[src/verilog/cpr_defs.svh]
// Offsets, field positions, reset values and timing counts of the clock,
// power and reset control block.
// Assumes inclusion by bare name from the package and the design file.
`ifndef CPR_DEFS_SVH
`define CPR_DEFS_SVH
`define CPR_OFF_PWR      5'h00
`define CPR_OFF_STATUS   5'h04
`define CPR_OFF_PORTS    5'h08
`define CPR_OFF_STACK    5'h0c
`define CPR_OFF_SERBUF   5'h10
`define CPR_OFF_GENERAL  5'h14
`define CPR_BIT_IDLE     0
`define CPR_BIT_PDOWN    1
`define CPR_BIT_COLD     4
`define CPR_PWR_MASK     8'h1f
`define CPR_PWR_KEEP     8'h10
`define CPR_RST_PORTS    32'hffffffff
`define CPR_RST_STACK    8'h07
`define CPR_RST_GENERAL  8'h00
`define CPR_CLK_DIV      2
`define CPR_STATES       3'h6
`define CPR_SAMPLE_STATE 3'h4
`define CPR_HOLD_CYCLES  2'h2
`endif

[src/verilog/cpr_pkg.sv]
// Types shared by the clock, power and reset control block.
// Assumes cpr_defs.svh is on the include path.
`include "cpr_defs.svh"
package cpr_pkg;
    typedef enum logic [2:0] {
        MODE_RUN,
        MODE_IDLE,
        MODE_PDOWN,
        MODE_WAKE,
        MODE_RESET
    } mode_t;

    typedef struct packed {
        logic        read;
        logic        write;
        logic [4:0]  address;
        logic [3:0]  byteenable;
        logic [31:0] writedata;
    } avmReq_t;

    typedef struct packed {
        logic        oscRun;
        logic        cpuClkEn;
        logic        periphClkEn;
        logic        coreRst;
        logic [31:0] portLatch;
        logic [7:0]  stackPtr;
    } cprOut_t;
endpackage

[src/verilog/clock_power_reset_control.sv]
// Clock division, idle and power-down control, and reset filtering.
// Assumes mclk is the oscillator, irqPending comes from same-clock logic,
// and rstPin arrives asynchronously from the board.
// Low ce freezes every flop; sys_rst is the power-on reset.
//
// What this block does
// - Halve oscillator; clock enables and reset sampling step on divided tick only.
// - Idle bit set stops processor clock.
// - Idle keeps peripheral and interrupt clocks running.
// - Enabled interrupt or reset ends idle.
// - Power-down bit stops all clocks, oscillator too.
// - Power-down ignores interrupts; only reset exits.
// - Reset pin sampled once per cycle, S5P2.
// - Glitch filter keeps short pulses from resetting.
// - Reset sets port latches ones, stack seven.
// - Reset clears power control except cold flag.
// - Reset clears other registers, serial buffer kept.
// - Power-on sets cold flag; software may clear.
`timescale 1ns/1ps
`include "cpr_defs.svh"
module clock_power_reset_control (
    input  wire logic             mclk,
    input  wire logic             sys_rst,
    input  wire logic             ce,
    input  wire logic             rstPin,
    input  wire logic             irqPending,
    input  wire cpr_pkg::avmReq_t avs,
    output logic [31:0]           avsReadData,
    output logic                  avsWaitRequest,
    output cpr_pkg::cprOut_t      ctl
);

    // Every flip-flop of the block lives in this one record.
    // Keeping it in one place makes the clock enable and the power-on
    // reset act on all of it alike, so no stray flop can run on while
    // the rest of the block is frozen.
    typedef struct packed {
        logic            sync1;
        logic            sync2;
        logic [2:0]      filt;
        logic            filtLvl;
        logic            phase;
        logic [2:0]      stateIdx;
        logic [1:0]      holdCnt;
        logic            inReset;
        cpr_pkg::mode_t  mode;
        logic            oscRun;
        logic [7:0]      pwr;
        logic [31:0]     ports;
        logic [7:0]      stack;
        logic [7:0]      general;
        logic [7:0]      serBuf;
        logic [31:0]     rdata;
        logic            ack;
        logic            cpuEn;
        logic            perEn;
    } state_t;

    state_t st_q;
    state_t st_d;

    logic        divTick;
    logic        sampleNow;
    logic        busReq;
    logic        doWrite;
    logic [31:0] beMask;
    logic [31:0] wval;
    logic [31:0] statusWord;

    // The divided clock is one tick per two oscillator periods.
    // Every flop steps on the rising oscillator edge alone, so a lopsided duty
    // cycle on the oscillator cannot shorten any internal step.
    // While the oscillator is stopped the tick stays low, which is what
    // silences both clock enables in power-down.
    assign divTick   = st_q.oscRun & st_q.phase;
    // Phase two of state five is the only reset sampling point.
    assign sampleNow = divTick & (st_q.stateIdx == `CPR_SAMPLE_STATE);

    // Bus handshake: one wait cycle, then the answer.
    // The wait cycle gives the read mux a full period to settle into the
    // data register; a back-to-back request pays the wait again because
    // the ack drops for one cycle after every answer.
    assign busReq         = avs.read | avs.write;
    assign avsWaitRequest = busReq & ~st_q.ack;
    assign doWrite        = avs.write & st_q.ack;
    assign avsReadData    = st_q.rdata;

    // Byte enables select which lanes of the write data land.
    always_comb begin
        beMask = {{8{avs.byteenable[3]}}, {8{avs.byteenable[2]}},
                  {8{avs.byteenable[1]}}, {8{avs.byteenable[0]}}};
    end

    // Live state seen by software.
    // It is read-only and lets software and tests follow the mode machine
    // and the reset filter.
    always_comb begin
        statusWord        = 32'h00000000;
        statusWord[2:0]   = st_q.mode;
        statusWord[3]     = st_q.inReset;
        statusWord[6:4]   = st_q.stateIdx;
        statusWord[7]     = st_q.phase;
        statusWord[8]     = st_q.oscRun;
        statusWord[9]     = st_q.filtLvl;
        statusWord[11:10] = st_q.holdCnt;
    end

    // Next state of the whole block.
    always_comb begin
        st_d = st_q;
        wval = 32'h00000000;

        // Two-stage synchroniser, then a three-sample majority vote.
        // Only the second stage feeds logic; the first may go metastable.
        // The vote needs two of three samples high, so a pulse of one
        // oscillator period never reaches the filtered level.
        st_d.sync1 = rstPin;
        st_d.sync2 = st_q.sync1;
        st_d.filt  = {st_q.filt[1:0], st_q.sync2};
        st_d.filtLvl = (st_q.filt[0] & st_q.filt[1]) |
                       (st_q.filt[1] & st_q.filt[2]) |
                       (st_q.filt[0] & st_q.filt[2]);

        // Oscillator period counter: two phases per state, six states.
        // Twelve oscillator periods make one machine cycle; the counter
        // freezes with the oscillator, so a wake-up resumes mid-cycle.
        if (st_q.oscRun) begin
            st_d.phase = ~st_q.phase;
            if (st_q.phase) begin
                if (st_q.stateIdx == `CPR_STATES - 3'h1) begin
                    st_d.stateIdx = 3'h0;
                end else begin
                    st_d.stateIdx = st_q.stateIdx + 3'h1;
                end
            end
        end

        // Reset takes effect after two consecutive high samples.
        // A single low sample clears the count, so the pin must stay high
        // across two sampling points; one sample alone is not enough.
        // Reset is released at the first low sample.
        if (sampleNow) begin
            if (st_q.filtLvl) begin
                if (st_q.holdCnt != `CPR_HOLD_CYCLES) begin
                    st_d.holdCnt = st_q.holdCnt + 2'h1;
                end
                if (st_q.holdCnt >= `CPR_HOLD_CYCLES - 2'h1) begin
                    st_d.inReset = 1'b1;
                end
            end else begin
                st_d.holdCnt = 2'h0;
                st_d.inReset = 1'b0;
            end
        end

        // Mode sequencing; power-down has priority over idle.
        // Reset is checked first in every mode but power-down, which waits on the filtered pin level.
        // Power-down leaves only through the wake state, which restarts
        // the oscillator and then demands the full hold count again.
        // A pin that drops before the hold count completes sends the
        // block back to power-down with the oscillator stopped, so a
        // short pulse cannot leave the device running without a reset.
        case (st_q.mode)
            cpr_pkg::MODE_RUN: begin
                if (st_q.inReset) begin
                    st_d.mode = cpr_pkg::MODE_RESET;
                end else if (st_q.pwr[`CPR_BIT_PDOWN]) begin
                    st_d.mode   = cpr_pkg::MODE_PDOWN;
                    st_d.oscRun = 1'b0;
                end else if (st_q.pwr[`CPR_BIT_IDLE]) begin
                    st_d.mode = cpr_pkg::MODE_IDLE;
                end
            end
            cpr_pkg::MODE_IDLE: begin
                if (st_q.inReset) begin
                    st_d.mode = cpr_pkg::MODE_RESET;
                end else if (irqPending) begin
                    st_d.mode = cpr_pkg::MODE_RUN;
                    st_d.pwr[`CPR_BIT_IDLE] = 1'b0;
                end
            end
            cpr_pkg::MODE_PDOWN: begin
                // Interrupts are not looked at here.
                if (st_q.filtLvl) begin
                    st_d.mode   = cpr_pkg::MODE_WAKE;
                    st_d.oscRun = 1'b1;
                end
            end
            cpr_pkg::MODE_WAKE: begin
                // Oscillator restarted; the pin must survive the hold count.
                if (st_q.inReset) begin
                    st_d.mode = cpr_pkg::MODE_RESET;
                end else if (sampleNow & ~st_q.filtLvl) begin
                    st_d.mode   = cpr_pkg::MODE_PDOWN;
                    st_d.oscRun = 1'b0;
                    st_d.phase  = 1'b0;
                end
            end
            cpr_pkg::MODE_RESET: begin
                if (!st_q.inReset) begin
                    st_d.mode = cpr_pkg::MODE_RUN;
                end
            end
            default: begin
                st_d.mode = cpr_pkg::MODE_RESET;
            end
        endcase

        // Register writes, ignored while reset is held.
        // Writes are still acknowledged then, so a master never hangs.
        // Unmapped offsets are acknowledged and dropped.
        if (doWrite && !st_q.inReset) begin
            case (avs.address)
                `CPR_OFF_PWR: begin
                    wval = ({24'h000000, st_q.pwr} & ~beMask) |
                           (avs.writedata & beMask);
                    st_d.pwr = wval[7:0] & `CPR_PWR_MASK;
                end
                `CPR_OFF_PORTS: begin
                    st_d.ports = (st_q.ports & ~beMask) | (avs.writedata & beMask);
                end
                `CPR_OFF_STACK: begin
                    if (avs.byteenable[0]) begin
                        st_d.stack = avs.writedata[7:0];
                    end
                end
                `CPR_OFF_SERBUF: begin
                    if (avs.byteenable[0]) begin
                        st_d.serBuf = avs.writedata[7:0];
                    end
                end
                `CPR_OFF_GENERAL: begin
                    if (avs.byteenable[0]) begin
                        st_d.general = avs.writedata[7:0];
                    end
                end
                default: begin
                    wval = 32'h00000000;
                end
            endcase
        end

        // Reset values are forced for as long as reset is held.
        // The serial buffer keeps its contents across a core reset; only
        // the power-on reset clears it.
        if (st_q.inReset) begin
            st_d.ports   = `CPR_RST_PORTS;
            st_d.stack   = `CPR_RST_STACK;
            st_d.pwr     = st_q.pwr & `CPR_PWR_KEEP;
            st_d.general = `CPR_RST_GENERAL;
            st_d.serBuf  = st_q.serBuf;
        end

        // Read data is captured in the wait cycle and shown with the ack.
        // The register holds the data until the next read is captured.
        st_d.ack = busReq & ~st_q.ack;
        if (avs.read && !st_q.ack) begin
            case (avs.address)
                `CPR_OFF_PWR:     st_d.rdata = {24'h000000, st_q.pwr};
                `CPR_OFF_STATUS:  st_d.rdata = statusWord;
                `CPR_OFF_PORTS:   st_d.rdata = st_q.ports;
                `CPR_OFF_STACK:   st_d.rdata = {24'h000000, st_q.stack};
                `CPR_OFF_SERBUF:  st_d.rdata = {24'h000000, st_q.serBuf};
                `CPR_OFF_GENERAL: st_d.rdata = {24'h000000, st_q.general};
                default:          st_d.rdata = 32'h00000000;
            endcase
        end

        // Clock enables are one-tick strobes of the divided clock.
        // Idle drops only the processor strobe; peripherals and interrupt
        // logic keep theirs.
        st_d.cpuEn = divTick & (st_q.mode == cpr_pkg::MODE_RUN);
        st_d.perEn = divTick & ((st_q.mode == cpr_pkg::MODE_RUN) |
                                (st_q.mode == cpr_pkg::MODE_IDLE));
    end

    // Single state register; power-on sets the cold-start flag.
    // Low clock enable freezes every flop, the bus ack included.
    always_ff @(posedge mclk or posedge sys_rst) begin
        if (sys_rst) begin
            st_q          <= '0;
            st_q.mode     <= cpr_pkg::MODE_RUN;
            st_q.oscRun   <= 1'b1;
            st_q.pwr      <= `CPR_PWR_KEEP;
            st_q.ports    <= `CPR_RST_PORTS;
            st_q.stack    <= `CPR_RST_STACK;
        end else if (ce) begin
            st_q <= st_d;
        end
    end

    // Outputs straight from the state record.
    // One assignment drives the whole output record, so every member
    // has a single driver and comes from a flip-flop.
    assign ctl = '{
        oscRun:      st_q.oscRun,
        cpuClkEn:    st_q.cpuEn,
        periphClkEn: st_q.perEn,
        coreRst:     st_q.inReset,
        portLatch:   st_q.ports,
        stackPtr:    st_q.stack
    };

endmodule

[config.mk]
export PLATFORM = sky130hd
export DESIGN_NAME = clock_power_reset_control
export DESIGN_NICKNAME = d
export VERILOG_FILES = /design/src/verilog/cpr_pkg.sv /design/src/verilog/clock_power_reset_control.sv
export VERILOG_INCLUDE_DIRS = /design/src /design/src/verilog
export SDC_FILE = /design/constraint.sdc
export NUM_CORES = 1
export LEC_CHECK = 0
export BUFFER_PORTS_ARGS = -buffer_cell sky130_fd_sc_hd__buf_2
export CAP_MARGIN = 20
export CORE_UTILIZATION = 35
export DETAILED_ROUTE_END_ITERATION = 6
export GPL_TIMING_DRIVEN = 1
export HOLD_SLACK_MARGIN = 0.1
export MAX_ROUTING_LAYER = met4
export PLACE_DENSITY = 0.67
export REMOVE_ABC_BUFFERS = 1
export SLEW_MARGIN = 10
export SYNTH_ARGS = -nofsm -noshare
export SYNTH_HDL_FRONTEND = slang
export SYNTH_SLANG_ARGS = --single-unit
[constraint.sdc]
create_clock -name mclk -period 3.5 [get_ports mclk]
set_input_delay 0.35 -clock mclk [delete_from_list [all_inputs] [get_ports mclk]]
set_output_delay 0.35 -clock mclk [all_outputs]
set_load 0.03 [all_outputs]
# Yosys cells after proc, flatten, opt, wreduce, memory -nomap -nowiden
# Cells that the tools add are included.
# word_totals
reg_bits	116
latchBits	0
mem_bits_rw	0
mem_bits_ro	0
input_bits	48
output_inout_bits	77
wordCells	131
memories	0
# op_classes
n_addsub	2
multipliers	0
div	0
magnitude_cmp	1
eq_ne	23
shift	0
muxes	35
n_bitwise	24
n_reduce_logical	25
# ops
cell	n
$pmux W32 S6	1
$mux W64	2
$and A32 B32 Y32	2
$mux W8	6
$mux W32	1
$not A32 Y32	1
$or A32 B32 Y32	1
$mux W3	10
$pmux W3 S5	1
$reduce_and A3 Y1	5
$ne A2 B2 Y1 const B	7
$mux W4	3
$reduce_and A4 Y1	3
$reduce_bool A2 Y1	6
$and A1 B1 Y1	10
$eq A5 B4 Y1 const B	2
$eq A5 B5 Y1 const B	2
$eq A3 B3 Y1 const B	3
$mux W1	9
$reduce_and A7 Y1	1
$eq A3 B2 Y1 const B	2
$ne A3 B3 Y1 const B	2
$reduce_and A6 Y1	1
$and A5 B5 Y5	1
19 further kinds	28

# Longest topological paths before layout
# Gate-level depths: netlist (run 1).
# logic_depth
depth_word	7
ltp_mapped	7
depth_no_buf	5

# Worst setup path before layout (run 1)
# No wires, ideal clock.
# synth_path
kind	input port to flip-flop
startpoint	input port avs[39] (netlist bit)
endpoint	register st_q[35] (netlist bit)
setup_time_ps	125
arrival_ps	1847
required_ps	3375
setup_slack_ps	1528
stages	5
path_buffers	2
cell_sequence	buf_6 or4b_1 or4_1 buf_6 mux2_4
# synth_between
elab_chain_cells	2
# synth_rtl
element	line_no	source
start: declaration	clock_power_reset_control.sv:27	input wire cpr_pkg::avmReq_t avs,
$eq A5 B5 Y1	clock_power_reset_control.sv:213	case (avs.address)
$reduce_and A5 Y1 (no line)	--	
end signal: assignment	clock_power_reset_control.sv:288	st_q <= st_d;
end: declaration	clock_power_reset_control.sv:59	state_t st_q;
# No other way between the ends.
# A chain may end at the register's enable or synchronous reset.

# Worst setup path after layout (run 1)
# layout_path
startpoint	register st_q (netlist bit ctl[43])
endpoint	register st_q[101] (netlist bit)
# layout_between
elab_chain_cells	5
# layout_rtl
element	line_no	source
$and A1 B1 Y1	clock_power_reset_control.sv:75	assign divTick = st_q.oscRun & st_q.phase;
$and A1 B1 Y1	clock_power_reset_control.sv:77	assign sampleNow = divTick & (st_q.stateIdx == `CPR_SAMPLE_STATE);
$and A1 B1 Y1	clock_power_reset_control.sv:193	end else if (sampleNow & ~st_q.filtLvl) begin
$ne A3 B3 Y1 (no line)	--	
$reduce_and A6 Y1 (no line)	--	
# No other way between the ends.

==> flow_metrics.tcl, run 1 <==
set metrics [dict create \
    status "completed" \
    ys_seq_area_share_pct 49.3 \
    p_comb_share_pct 21.1 \
    cts_tree "done" \
    swShare_pct 29.9 \
    p_leak_nw 3.14 \
    grt_pass1_vias 4236 \
    area.growth.synth_to_final_pct 16.0 \
    final.setup_skew_ps 9.04 \
    cts_max_level 4 \
    ir_worst_vdd_uv 368 \
    antenna_found_initial 1 \
    rows 46 \
    dp_cells 789 \
    clk_path_buf_depth 2 \
    avgViaCountPerCell 5.26 \
    crit_path_max_fanout 6 \
    ys_ff_latch 113 \
    pin_count 125 \
    critical_path_class "flip-flop to flip-flop" \
    timing.fmax_mhz 428 \
    die-width_um 131 \
    pwr-share-seq_pct 37.8 \
    max_slew.worst_pin.slew_ps 966 \
    p_sw_mw 1.44 \
    gp_congestion 0.851 \
    drt_wl_total_um 14700 \
    ant_nets 0 \
    synthCells 549 \
    relSlewSlack_pct 34.7 \
    ys.flop_type "dfrtp_1" \
    min_period_ps 2340 \
    fp.dieH_um 131 \
    clock_power_share_pct 41.0 \
    cts_hold_buf 0 \
    grt-ovfl-total 0 \
    placed_area_sq_mm 0.00607 \
    p_total_mw 4.81 \
    setup_violations 0 \
    post-route-period-util_pct 66.8 \
    postLayoutCellArea_sq_mm 0.00675 \
    setup_ws_ps 1160 \
    worst_setup_path_start_kind "flip-flop" \
    drt-wirelength-per-cell_um 17.9 \
    regArea_sq_mm 0.00287 \
    yosysWarningCount 0 \
    synth_area_sq_mm 0.00582 \
    whs_ps 125 \
    drive_gt1_share_pct 38.0 \
    drv_cap 0 \
    worstPathRequired_ps 3840 \
    synth_edf_count 0 \
    cp_data_arrival_time_ps 2680 \
    slew_viol_final 0 \
    grt_pass1_wl_um 22900 \
    initial_core_util_pct 36.3 \
    clk_pin_slew_worst_paths_ps 50 \
    clockRootBuffer "clkbuf_16" \
    dp_hpwl_um 10500 \
    numCtsBuffers 17 \
    power.internal_mw 3.37 \
    multi_input_area_sq_mm 0.00221 \
    crit_path_end_kind "flip-flop" \
    num-fill-cells 1546 \
    core_area_sq_mm 0.0161 \
    final_cells 822 \
    drcViolationCount 0 \
    vias 4320 \
    synth.distinct_cells 61 \
    insertion_delay_ps 410 \
    power_density_mw_per_mm2 712 \
    hp-class "input pin to asynchronous set/reset pin" \
    port_buffers 124 \
    syn_area_per_cell_sq_um 10.6 \
    pre_cts_ws_ps 972 \
    dieArea_sq_mm 0.0172 \
    cts_sinks 113 \
    r2r_cells 5 \
    tns_ps 0 \
    fin_nets 643 \
    finalHoldViolations 0 \
    grt_max_degree 70 \
    ctsResizeCount 0 \
    synthArstFlopShare_pct 100 \
    post-cts-setup-buffers 0 \
    final_util_pct 42.1 \
    drt-initial-drc-count 205 \
    rsz0062_at_grt "false" \
    dr.pass1.iters 4 \
    grt_usage_pct 18.7 \
]
==> area by class of cell <==
type                            count  share of cell area, %
Multi-Input combinational cell    320                   32.7
Inverter                            9                  0.537
Clock inverter                     10                   3.04
Timing Repair Buffer              131                   10.2
Antenna cell                        1                 0.0371
Tap cell                          216                   4.00
Sequential cell                   113                   42.6
Clock buffer                       22                   7.02
==> power by group through the flow <==
stage	logic, mW	clock network (mW)	registers (mW)
CTS	1.02	2.01	1.81
global route	1.10	2.07	1.85
global placement	0.990	0	1.82
detailed placement	1.02	0	1.83
finish	1.02	1.97	1.82
floorplan	0.450	0	2.04
==> routing by layer <==
| metal | up-vias | GRT usage (%) | wire length (um) |
|---|---|---|---|
| li1 | 1981 | - | - |
| met2 | 166 | 29.6 | 7160 |
| met1 | 2155 | 22.9 | 6450 |
| met5 | - | - | 0 |
| met3 | 18 | 4.68 | 900 |
| met4 | 0 | 7.17 | 229 |
==> cell families (layout without fill, tap and decap cells) <==
logic type | Yosys count | count (layout) | synth area share [%]
buffers and inverters | 116 | 172 | 12.8
AOI/OAI and AO/OA | 138 | 138 | 16.8
muxes | 33 | 33 | 7.71
adders and majority gates | 4 | 4 | 0.816
other | 0 | 1 | 0
xor gates and xnor gates | 1 | 1 | 0.150
DFF | 113 | 113 | 49.3
and+or+nand+nor | 144 | 144 | 12.4
==> flip-flops by register name, summed over array words and instances (netlist names) <==
| name | flops |
|---|---|
| st_d | 4 |
| avsReadData | 32 |
| st_q | 33 |
| ctl | 44 |
==> Yosys cell counts (all sizes together) (7+ instances only) <==
cell    count  share of area (%)
a21oi      20                1.7
nand2      64                4.1
o22a       30                4.5
clkbuf     23                1.5
nor2       34                2.5
o21ai      35                3.0
buf        84                 11
inv         9               0.58
dfstp      37                 17
a31oi       9               0.97
nor2b       9               0.97
nand3       7               0.77
a22o       13                2.0
mux2i      13                2.2
dfrtp      76                 33
mux2       15                3.4
==> layout by cell type (no fill, tap or decap), drive strengths merged, types with 6 or more instances in the layout <==
cell	count
buf	131
dfrtp	76
nand2	64
dfstp	37
o21ai	35
nor2	34
o22a	30
clkbuf	22
a21oi	20
mux2	15
a22o	13
mux2i	13
a31oi	9
nor2b	9
inv	9
nand3	7
bufinv	6
nor3	6
==> path summary, 6_finish.rpt <==
path,to,from,slack [ps]
max,st_q[101]$_DFFE_PP0P_,ctl[43]$_DFFE_PP1P_,1160
min,avsReadData[22]$_DFFE_PP0P_,sys_rst,120
max reg2reg,st_q[101]$_DFFE_PP0P_,ctl[43]$_DFFE_PP1P_,1160
min reg2reg,avsReadData[12]$_DFFE_PP0P_,avsReadData[12]$_DFFE_PP0P_,470
max in group asynchronous,st_q[95]$_DFFE_PP1P_,sys_rst,2580
min in group mclk,ctl[17]$_DFFE_PP1P_,avs[9],150
==> critical path: stages (launching register included) <==
cell,delay [ps]
dfstp_2,590
ha_1,210
nor4bb_1,780
a32oi_1,220
o21ai_0,270
a221o_1,200
Power figures use the tool's default switching activity.
==> run 2: changes to the inputs <==
--- a/config.mk
+++ b/config.mk
@@ -6,6 +6,7 @@
 export SDC_FILE = /design/constraint.sdc
 export NUM_CORES = 1
 export LEC_CHECK = 0
+export ABC_AREA = 1
 export BUFFER_PORTS_ARGS = -buffer_cell sky130_fd_sc_hd__buf_2
 export CAP_MARGIN = 20
 export CORE_UTILIZATION = 35
@@ -13,7 +14,7 @@
 export GPL_TIMING_DRIVEN = 1
 export HOLD_SLACK_MARGIN = 0.1
 export MAX_ROUTING_LAYER = met4
-export PLACE_DENSITY = 0.67
+export PLACE_DENSITY = 0.65
 export REMOVE_ABC_BUFFERS = 1
 export SLEW_MARGIN = 10
 export SYNTH_ARGS = -nofsm -noshare
==> constraint.sdc (replaced) <==
create_clock -name mclk -period 2.2 [get_ports mclk]
set_input_delay 0.22 -clock mclk [delete_from_list [all_inputs] [get_ports mclk]]
set_output_delay 0.22 -clock mclk [all_outputs]
set_load 0.03 [all_outputs]
==> run 2 against run 1 <==
Against the previous run:
- die area rose by 8.5%
- cell count is 32% higher
- sequential share of layout area fell by 3.5 points
- core utilization rose by 0.093 points
- area after synthesis increased by 8.6%
- flip-flop and latch count is the same
- via count up 27%
- register-to-register slack lost 620 ps
- largest cell class unchanged
==> flow_metrics.tcl, run 2 <==
set metrics [dict create \
    status "completed" \
    dr.pass1.iters 7 \
    rows 48 \
    crit_path_max_fanout 5 \
    synth_top_cell_by_area "dfrtp_1" \
    syn_area_per_cell_sq_um 7.85 \
    synth_edf_count 0 \
    grt_pass1_vias 5067 \
    dieArea_sq_mm 0.0186 \
    drive_gt1_share_pct 25.9 \
    grt_pass1_wl_um 26100 \
    cp_top_family "simple AND/OR/NAND/NOR gates" \
    numCtsBuffers 17 \
    fp.dieH_um 136 \
    timing.fmax_mhz 603 \
    synth_adder_area_share_pct 0.593 \
    ys.flop_type "dfrtp_1" \
    synth_simple_gate_area_share_pct 20.9 \
    worst-path-buf-inv 0 \
    synthCells 806 \
    pin_count 125 \
    finalHoldViolations 0 \
    synth-compound-area-share_pct 16.2 \
    post-route-period-util_pct 75.4 \
    ys_seq_area_share_pct 45.4 \
    p_total_mw 9.29 \
    yosysTopAreaCellShare_pct 30.1 \
    initial_core_util_pct 36.2 \
    clk_pin_slew_worst_paths_ps 50 \
    slew_viol_final 0 \
    synth_area_leaders "dfrtp_1 (30%), dfstp_2 (15%), nand2_1 (10%)" \
    grt_usage_pct 18.9 \
    synthArstFlopShare_pct 100 \
    drv_cap 0 \
    synth_area_sq_mm 0.00633 \
    post-cts-setup-buffers 0 \
    port_buffers 124 \
    dp_hpwl_um 11400 \
    synth_top_family_by_area "simple AND/OR/NAND/NOR gates" \
    dp_cells 1048 \
    crit_chain "ha_1 -> nand2_1 -> nor2_1 -> nand2_1 -> a21oi_1 -> nand2_1 -> nand2_1 -> nand2_1" \
    grt_max_degree 51 \
    drcViolationCount 0 \
    power_density_mw_per_mm2 1260 \
    core_area_sq_mm 0.0175 \
    antennaDiodeCount 0 \
    synth.most_common_cell "nand2_1" \
    rsz0062_at_grt "false" \
    max_slew.worst_pin.slew_ps 446 \
    setup_violations 0 \
    relSlewSlack_pct 70.3 \
    cts_tree "done" \
    drt-initial-drc-count 319 \
    final_cells 1089 \
    vias 5478 \
    synth_commonest_cells "nand2_1 (173), o21ai_0 (90), buf_4 (80)" \
    ant_nets 0 \
    critPathMostFrequentCell "nand2_1" \
    yosysWarningCount 0 \
    grt-ovfl-total 0 \
    p_leak_nw 3.61 \
    cts_sinks 113 \
    clk_path_buf_depth 2 \
    die-width_um 136 \
    slowest_delay_ps 570 \
    largest_reg_flops 44 \
    whs_ps 133 \
    avgViaCountPerCell 5.03 \
    worst_setup_path_start_kind "flip-flop" \
    final_common_cell "nand2_1" \
    hp-class "input pin to flip-flop" \
    final.setup_skew_ps 10.1 \
    fin_nets 902 \
    worstPathRequired_ps 2500 \
    gp_congestion 0.877 \
    antenna_found_initial 0 \
    drt-wirelength-per-cell_um 15.1 \
    clockRootBuffer "clkbuf_16" \
    crit_slowest_cell "dfstp_2" \
    ir_worst_vdd_uv 756 \
    synth-xor-area-share_pct 0.138 \
    synth.distinct_cells 33 \
    insertion_delay_ps 420 \
    area.growth.synth_to_final_pct 16.5 \
    cp_data_arrival_time_ps 1960 \
    min_period_ps 1660 \
    final_cell_mix "nand2_1 (173), buf_2 (124), o21ai_0 (90)" \
    drt_wl_total_um 16500 \
    ys_ff_latch 113 \
    cts_max_level 4 \
    yosys-mux-area-fraction_pct 0 \
    crit_path_end_kind "flip-flop" \
    critical_path_class "flip-flop to flip-flop" \
]
[run 2: path summary, 6_finish.rpt]
check	from	to	slack, ps	cells after the start
worst max-delay path	ctl[43]$_DFFE_PP1P_	st_q[102]$_DFFE_PP0P_	540	8
worst min-delay path	avs[5]	st_q[48]$_DFFE_PP0P_	130	3
worst max register to register	ctl[43]$_DFFE_PP1P_	st_q[102]$_DFFE_PP0P_	540	8
worst min register to register	avsReadData[12]$_DFFE_PP0P_	avsReadData[12]$_DFFE_PP0P_	480	2
max in group asynchronous	sys_rst	st_q[95]$_DFFE_PP1P_	1170	4
min in group asynchronous	sys_rst	avsReadData[21]$_DFFE_PP0P_	360	3
[run 2: cell families (layout without fill, tap and decap cells)]
family,count (synthesis),after routing
AO/OA/AOI/OAI,187,187
XOR/XNOR,1,1
adder cells (fa/ha/maj),3,3
buffers and inverters,196,254
flip-flops,113,113
AND/OR/NAND/NOR,306,306
[run 2: layout make-up]
| type | instances | area, sq um |
|---|---|---|
| well taps | 225 | 282 |
| inverters | 73 | 279 |
| fillers | 1771 | 10100 |
| clock inverters | 13 | 209 |
| flip-flops and latches | 113 | 2870 |
| clock buffers | 19 | 453 |
| multi-input cells | 497 | 2400 |
| repair buffers | 149 | 868 |
[run 2: routing by layer]
layer	track usage (%)	up-vias	part of all wire [%]
met5	-	-	0
met4	6.17	0	1.5
met3	4.85	22	6.4
met2	28.7	193	45
met1	24.5	2590	47
li1	-	2673	-
[run 2: worst reg2reg max path, cell delays in order, from the launching register on]
cell     delay [ps]
dfstp_2         570
ha_1            180
nand2_1          70
nor2_1          200
nand2_1          80
a21oi_1         200
nand2_1         120
nand2_1          80
nand2_1          50
[run 2: what timing repair did]
| item | CTS | global route |
|---|---|---|
| hold endpoints to repair | 26 | 0 |
| hold buffers | 9 | 0 |
| gates resized for setup | 0 | 0 |
[run 2: power breakdown]
part / switching [mW] / internal, mW / leakage (nW)
Combinational: 2.12 / 0.846 / 1.89
Clock: 1.00 / 2.07 / 0.315
Sequential: 0.412 / 2.84 / 1.41
[run 2: metrics by stage]
stage | cell area, sq um | TNS [ps] | worst slack, ps | utilization [%]
after global routing | 7370 | 0 | 300 | 42.2
final | 7370 | 0 | 542 | 42.2
after global placement | 6620 | 0 | 537 | 37.9
after CTS | 7370 | 0 | 546 | 42.2
after detailed placement | 6620 | 0 | 531 | 37.9
after floorplan | 5540 | -97280 | -946 | -
